--- src/logic/pcnt_consts.vh ---
// Contract
// - feature register is 16 bits, reset value 0x0100.
// - feature bit 1 picks output format: 0 standard, 1 alternative.
// - bit 2 with two counters: hold bit loads the second counter.
// - bit 3: rising edge of load bit loads active counters from output data.
// - bits 4..7 enable set/reset of first output, then second output.
// - mode 001: one 32-bit up/down counter, 24 bits in alternative format.
// - mode 010: two up counters, 16/16 standard, 8/16 alternative.
// - mode 100: 32-bit gated counter, stopped while gate low.
// - mode 101: 32-bit gated counter, stopped while gate high.
// - bit 11 selects direction: 0 up, 1 down.
// - bit 12 set: terminal bus accesses are serviced by polling.
// - single or gated mode: first output set/cleared at count 0x80000000.
// - overflow with an output function active clears that output.
// - single counter mode: second output follows counter bit 15.
// - two counters: outputs set/cleared at 0x8000 per bits 4,6 and 5,7.
`ifndef PCNT_CONSTS_VH
`define PCNT_CONSTS_VH
`define PCNT_FEAT_ADDR 8'h20
`define PCNT_CTRL_ADDR 8'h24
`define PCNT_DATA_ADDR 8'h28
`define PCNT_CNT0_ADDR 8'h2C
`define PCNT_CNT1_ADDR 8'h30
`define PCNT_STAT_ADDR 8'h34
`define PCNT_FEAT_RST 16'h0100
`define PCNT_FEAT_MASK 16'h1FFE
`define PCNT_B_ALT 1
`define PCNT_B_HOLD2 2
`define PCNT_B_LOADEN 3
`define PCNT_B_SET0 4
`define PCNT_B_CLR0 5
`define PCNT_B_SET1 6
`define PCNT_B_CLR1 7
`define PCNT_B_DOWN 11
`define PCNT_B_POLL 12
`define PCNT_MODE_LSB 8
`define PCNT_MODE_SINGLE 3'h1
`define PCNT_MODE_DUAL 3'h2
`define PCNT_MODE_GATE_LO 3'h4
`define PCNT_MODE_GATE_HI 3'h5
`define PCNT_CTRL_LOAD 5
`define PCNT_CTRL_HOLD 3
`define PCNT_THR32 32'h80000000
`define PCNT_THR16 16'h8000
`endif

--- src/logic/pcnt_top.v ---
`timescale 1ns/1ps
`include "pcnt_consts.vh"
module pcnt_top
(
   input wire clk_i,
   input wire rst_i,
   input wire cyc_i,
   input wire stb_i,
   input wire we_i,
   input wire [7:0] adr_i,
   input wire [3:0] sel_i,
   input wire [31:0] dat_i,
   output reg [31:0] dat_o,
   output reg ack_o,
   input wire pulse_a_i,
   input wire pulse_b_i,
   input wire gate_i,
   output reg first_output_o,
   output reg second_output_o,
   output reg poll_mode_o
);
////////////////////////////////////////////////////////////////////////////////
reg [15:0] feat;
reg [7:0] ctrl;
reg [31:0] odata;
reg [31:0] cnt0;
reg [15:0] cnt1;
reg load_q;
reg hold_q;
reg [1:0] ovf;
reg pa_s1, pa_s2, pa_d;
reg pb_s1, pb_s2, pb_d;
reg g_s1, g_s2;
wire [2:0] mode = feat[10:8];
wire alt = feat[`PCNT_B_ALT];
wire dual = (mode == `PCNT_MODE_DUAL);
wire single = (mode == `PCNT_MODE_SINGLE);
wire gated = (mode == `PCNT_MODE_GATE_LO) || (mode == `PCNT_MODE_GATE_HI);
wire down = feat[`PCNT_B_DOWN];
wire pa_rise = pa_s2 & ~pa_d;
wire pb_rise = pb_s2 & ~pb_d;
// gate low locks mode 100, gate high locks mode 101
wire gate_ok = (mode == `PCNT_MODE_GATE_LO) ? g_s2 : ~g_s2;
wire load_bit = ctrl[`PCNT_CTRL_LOAD];
wire hold_bit = ctrl[`PCNT_CTRL_HOLD];
// counter 1 load source is the hold bit when bit 2 is set
wire load_rise = feat[`PCNT_B_LOADEN] & load_bit & ~load_q;
wire load2_rise = feat[`PCNT_B_LOADEN] & feat[`PCNT_B_HOLD2] & hold_bit & ~hold_q;
wire hold_inh = hold_bit & ~(dual & feat[`PCNT_B_HOLD2]);
wire [31:0] wide_mask = alt ? 32'h00FFFFFF : 32'hFFFFFFFF;
wire [31:0] lo_mask = alt ? 32'h000000FF : 32'h0000FFFF;
wire step0 = pa_rise & ~hold_inh & ((single | dual) | (gated & gate_ok));
wire step1 = pb_rise & dual & ~hold_inh;
wire [31:0] c0_up = (cnt0 + 32'h00000001) & (dual ? lo_mask : wide_mask);
wire [31:0] c0_dn = (cnt0 - 32'h00000001) & wide_mask;
wire [31:0] next_cnt0 = (down & ~dual) ? c0_dn : c0_up;
wire ovf0 = step0 & (next_cnt0 == 32'h00000000) & ~(down & ~dual);
wire unf0 = step0 & down & ~dual & (cnt0 == 32'h00000000);
wire [15:0] next_cnt1 = cnt1 + 16'h0001;
wire ovf1 = step1 & (next_cnt1 == 16'h0000);
wire hit0 = step0 & (dual ? (next_cnt0[15:0] == `PCNT_THR16)
           : (next_cnt0 == `PCNT_THR32));
wire hit1 = step1 & (next_cnt1 == `PCNT_THR16);
wire acc = cyc_i & stb_i & ~ack_o;
////////////////////////////////////////////////////////////////////////////////
// input synchronisers; first stage feeds only the second
always @(posedge clk_i)
begin
   if (rst_i)
   begin
      pa_s1 <= 1'b0;
      pa_s2 <= 1'b0;
      pa_d <= 1'b0;
      pb_s1 <= 1'b0;
      pb_s2 <= 1'b0;
      pb_d <= 1'b0;
      g_s1 <= 1'b0;
      g_s2 <= 1'b0;
   end
   else
   begin
      pa_s1 <= pulse_a_i;
      pa_s2 <= pa_s1;
      pa_d <= pa_s2;
      pb_s1 <= pulse_b_i;
      pb_s2 <= pb_s1;
      pb_d <= pb_s2;
      g_s1 <= gate_i;
      g_s2 <= g_s1;
   end
end
////////////////////////////////////////////////////////////////////////////////
// wishbone slave: one registered ack per access, one cycle after the request; unmapped reads give zero
always @(posedge clk_i)
begin
   if (rst_i)
   begin
      ack_o <= 1'b0;
      dat_o <= 32'h00000000;
      feat <= `PCNT_FEAT_RST;
      ctrl <= 8'h00;
      odata <= 32'h00000000;
   end
   else
   begin
      ack_o <= acc;
      if (acc & we_i)
      begin
         if (adr_i == `PCNT_FEAT_ADDR)
         begin
            // bits 0 and 15..13 have no function and are kept at zero
            if (sel_i[0])
               feat[7:0] <= dat_i[7:0] & 8'hFE;
            if (sel_i[1])
               feat[15:8] <= dat_i[15:8] & 8'h1F;
         end
         else if (adr_i == `PCNT_CTRL_ADDR)
         begin
            if (sel_i[0])
               ctrl <= dat_i[7:0];
         end
         else if (adr_i == `PCNT_DATA_ADDR)
         begin
            if (sel_i[0])
               odata[7:0] <= dat_i[7:0];
            if (sel_i[1])
               odata[15:8] <= dat_i[15:8];
            if (sel_i[2])
               odata[23:16] <= dat_i[23:16];
            if (sel_i[3])
               odata[31:24] <= dat_i[31:24];
         end
      end
      if (acc & ~we_i)
      begin
         if (adr_i == `PCNT_FEAT_ADDR)
            dat_o <= {16'h0000, feat};
         else if (adr_i == `PCNT_CTRL_ADDR)
            dat_o <= {24'h000000, ctrl};
         else if (adr_i == `PCNT_DATA_ADDR)
            dat_o <= odata;
         else if (adr_i == `PCNT_CNT0_ADDR)
            dat_o <= cnt0;
         else if (adr_i == `PCNT_CNT1_ADDR)
            dat_o <= {16'h0000, cnt1};
         else if (adr_i == `PCNT_STAT_ADDR)
            dat_o <= {28'h0000000, ovf, second_output_o, first_output_o};
         else
            dat_o <= 32'h00000000;
      end
   end
end
////////////////////////////////////////////////////////////////////////////////
// counters; a load beats a pulse in the same cycle, except that a counter 1 pulse beats a load-bit load of counter 1
always @(posedge clk_i)
begin
   if (rst_i)
   begin
      cnt0 <= 32'h00000000;
      cnt1 <= 16'h0000;
      load_q <= 1'b0;
      hold_q <= 1'b0;
      ovf <= 2'b00;
      poll_mode_o <= 1'b0;
   end
   else
   begin
      load_q <= load_bit;
      hold_q <= hold_bit;
      poll_mode_o <= feat[`PCNT_B_POLL];
      if (load_rise)
      begin
         // in dual mode data low half goes to counter 0, high half to counter 1 when bit 2 is clear
         cnt0 <= (dual ? {16'h0000, odata[15:0]} & lo_mask : odata & wide_mask);
         if (dual & ~feat[`PCNT_B_HOLD2])
            cnt1 <= odata[31:16];
      end
      else if (step0)
         cnt0 <= next_cnt0;
      if (load2_rise & dual)
         cnt1 <= odata[31:16];
      else if (step1)
         cnt1 <= next_cnt1;
      if (ovf0 | unf0)
         ovf[0] <= 1'b1;
      else if (load_rise)
         ovf[0] <= 1'b0;
      if (ovf1)
         ovf[1] <= 1'b1;
      else if (load_rise | load2_rise)
         ovf[1] <= 1'b0;
   end
end
////////////////////////////////////////////////////////////////////////////////
// outputs; overflow clears win over a threshold set in the same cycle
always @(posedge clk_i)
begin
   if (rst_i)
   begin
      first_output_o <= 1'b0;
      second_output_o <= 1'b0;
   end
   else
   begin
      if ((ovf0 | unf0) & (feat[`PCNT_B_SET0] | feat[`PCNT_B_CLR0]))
         first_output_o <= 1'b0;
      else if (hit0 & feat[`PCNT_B_SET0])
         first_output_o <= 1'b1;
      else if (hit0 & feat[`PCNT_B_CLR0])
         first_output_o <= 1'b0;
      if (dual)
      begin
         if (ovf1 & (feat[`PCNT_B_SET1] | feat[`PCNT_B_CLR1]))
            second_output_o <= 1'b0;
         else if (hit1 & feat[`PCNT_B_SET1])
            second_output_o <= 1'b1;
         else if (hit1 & feat[`PCNT_B_CLR1])
            second_output_o <= 1'b0;
      end
      else if (single)
         second_output_o <= cnt0[15];
   end
end
endmodule

--- config.mk ---
export PLATFORM = sky130hd
export DESIGN_NAME = pcnt_top
export DESIGN_NICKNAME = d
export VERILOG_FILES = /design/src/logic/pcnt_top.v
export VERILOG_INCLUDE_DIRS = /design/src /design/src/logic
export SDC_FILE = /design/constraint.sdc
export NUM_CORES = 1
export LEC_CHECK = 0
export BUFFER_PORTS_ARGS = -buffer_cell sky130_fd_sc_hd__buf_2
export CORE_MARGIN = 2
export CORE_UTILIZATION = 54
export CTS_CLUSTER_SIZE = 24
export DETAILED_ROUTE_END_ITERATION = 12
export GPL_TIMING_DRIVEN = 0
export PLACE_DENSITY = 0.78
export SLEW_MARGIN = 20
export SYNTH_ARGS = -nofsm -noshare
export SYNTH_HDL_FRONTEND = slang
export SYNTH_SLANG_ARGS = --single-unit
--- constraint.sdc ---
create_clock -name clk_i -period 3.4 [get_ports clk_i]
set_input_delay 0 -clock clk_i [delete_from_list [all_inputs] [get_ports clk_i]]
set_output_delay 0 -clock clk_i [all_outputs]
set_load 0.02 [all_outputs]
==> out/results.ini <==
[route]
drt-pass1-iter-count=10
vias=9813
post_drt_wl_per_cell_um=20.8
wl_um=31800
drcViolationCount=0
detail-route-antenna-nets=0
avgViaCountPerCell=6.41
drtIter0Drc=1593

[outcome]
violations=hold timing, setup timing
status=finished with violations

[synthesis]
synth-adder-area-share_pct=0.584
synthXorXnorAreaFrac_pct=2.76
synthesis.area_um2=8580
synth_edf_count=0
synth_largest_area_cell=dfxtp_1
synth-seq-area-share_pct=34.5
synth_mux_area_share_pct=6.42
synth_cell_type_count=77
yosys.area_share.simple_pct=28.7
synth-compound-area-share_pct=22.1
async_reset_ff_share_pct=0
avgSynthCellArea_um2=7.56
synth_top_cell_area_share_pct=34.5
synth_area_leaders=dfxtp_1 (35%), nor2_1 (6.6%), a21oi_1 (6.0%), mux2i_1 (5.4%), nand2_1 (5.1%)
ys_warn_count=0
synthesis.nets=1191
ys.flop_type=dfxtp_1
yosysMostFrequentCell=nor2_1
ys_ff_latch=148
synthCells=1135
synth_common_cells=nor2_1 (151), dfxtp_1 (148), nand2_1 (117)
synth_top_family_by_area=simple AND/OR/NAND/NOR gates

[clock_network]
insertion_delay_ns=0.44
cts_tree=built
htreeDepth=4
clock-sinks=148
cts_buffer_depth=2
clk_pin_slew_worst_paths_ns=0.07
cts_buffers=17
cts-root-buf=clkbuf_16

[setup_path]
crit_arrival_ns=3.93
required_ns=3.74
path_class=flop to flop
r2r_setup_slack_ns=-0.19
crit_fanout=4
critPathLaunchType=flop
cp-end-kind=flop

[layout]
stdcell_count=1531
areaGrowthSynthToFinish_pct=23.9
nNetsFinal=1358
final_area_um2=10600
drive_above_1_share_pct=15.8
fillers=1278
antenna_cells=0

[timing]
slew_violations=0
max_freq_mhz=278
hold_viol_final=4
finalCritPeriodShare_pct=106
maxSlewHeadroom_pct=32.6
rsz0062_at_grt=true
setup_viol=2
finalClockSkew_ns=0.0115
tightest_slew_ns=1.00
timing.final.ws_setup_ns=-0.192
hold_ws_ns=-0.00947
period_needed_ns=3.59

[power_and_ir_drop]
power_density_nw_per_um2=373
max-vdd-ir-drop_uv=332
power.leakage_nw=4.02

[grt]
grt_max_degree=17
grtUsageTotal_pct=37.2
overflow=0
grt_pass1_vias=8834
grt_pass1_wl_um=48300
antenna_found_initial=0

[placed_design]
dp_cells=1434
place_hpwl_um=22100
gp_congestion=1.02
post_dp_cell_area_um2=9290
io_buffers=83

[floorplanning]
die_x_um=130
fp.dieH_um=130
num_rows=46
initial_utilization_pct=54.6
core_region_area_um2=15700
io_pins=88
die_area_um2=16900

[worst_hold_path]
hp-class=input port to flop

[job]
drv_cap=0

## layer usage
layer,part of all wire [%],global-route usage (%)
met1,38,49.7
met2,45,58.1
met3,12,8.24
met4,4.6,15.8
met5,0,0
## worst max-delay path, stage by stage, from the launching register on
cell and delay [ns]:
dfxtp_4 0.35, or4_4 0.52, or4_4 0.59, o32ai_4 0.29, xnor2_2 0.15, nand2_1 0.07, or4_4 0.52, a2111oi_4 0.29
nand4b_1 0.20, buf_4 0.19, a2bb2oi_2 0.13, o41ai_2 0.19
## power by group
part | total, mW | internal (mW) | switching (mW)
clock | 1.81 | 1.01 | 0.805
combinational | 0.381 | 0.152 | 0.229
sequential | 1.77 | 1.75 | 0.0187
## cells by family (layout without fill, tap and decap cells)
kind of cell | Yosys count | in the layout
xor gates and xnor gates | 27 | 27
AOI/OAI and AO/OA | 297 | 297
muxes | 54 | 54
buffers and inverters | 107 | 287
and+or+nand+nor | 498 | 498
DFF | 148 | 148
adders and majority gates | 4 | 4
## path summary, 6_finish.rpt
path,start,to,cells after the start
setup / recovery,cnt0[9]$_SDFFE_PP0P_,first_output_o$_SDFFE_PP0P_,11
hold / removal,sel_i[2],odata[20]$_SDFFE_PP0P_,3
setup reg to reg,cnt0[9]$_SDFFE_PP0P_,first_output_o$_SDFFE_PP0P_,11
hold reg to reg,pa_s1$_SDFF_PP0_,pa_s2$_SDFF_PP0_,1
## final cells by class
type | count | area (µm²) | share of cell area [%]
buffer | 90 | 354 | 3.33
clock buffer | 21 | 470 | 4.43
clock inverter | 11 | 93.8 | 0.883
inverter | 14 | 52.6 | 0.494
multi-input combinational | 880 | 5380 | 50.6
sequential | 148 | 2970 | 27.9
tap | 216 | 270 | 2.54
timing repair buffer | 151 | 1040 | 9.80
## sequential cells by signal, summed over array words and instances (netlist names)
| name | count |
|---|---|
| first_output_o | 1 |
| ctrl | 8 |
| odata | 32 |
| pa_s1 | 1 |
| dat_o | 32 |
| second_output_o | 1 |
| feat | 12 |
| cnt1 | 16 |
| pb_s2 | 1 |
| pa_s2 | 1 |
| g_s2 | 1 |
| pb_d | 1 |
| pa_d | 1 |
| poll_mode_o | 1 |
| load_q | 1 |
| hold_q | 1 |
| ovf | 2 |
| ack_o | 1 |
| pb_s1 | 1 |
| cnt0 | 32 |
| g_s1 | 1 |
## repair_timing
item | CTS | global route
resized for setup | 21 | 19
endpoints found under the hold margin | 56 | 0
buffers inserted | 15 | 7
pin swaps | 15 | 8
endpoints found under the setup margin | 8 | 17
hold buffers | 46 | 0
## metrics by stage
step	worst slack (ns)	setup TNS [ns]	power [mW]	util [%]
after floorplan	0.00353	0	2.01	-
after global placement	-0.539	-1.00	2.12	59.1
after detailed placement	-0.492	-0.986	2.13	59.1
after CTS	-0.222	-0.441	3.92	66.9
after global routing	-0.341	-0.692	4.04	67.6
final	-0.192	-0.381	3.97	67.6
## cell usage in the layout, fill, tap and decap left out, types with 13 or more instances in the layout
cell type / instances
mux2i_1: 46
buf_4: 22
buf_2: 90
a211oi_1: 17
dlygate4sd3_1: 46
clkbuf_1: 72
dfxtp_1: 144
clkbuf_16: 17
nand4_1: 14
xnor2_1: 18
a22oi_1: 26
nor2b_1: 15
a21oi_1: 102
nor3_1: 46
o21ai_0: 54
nand2_1: 117
nor2_1: 148
nand3_1: 49
inv_1: 13
No activity file was read; power rests on OpenSTA's default activity.
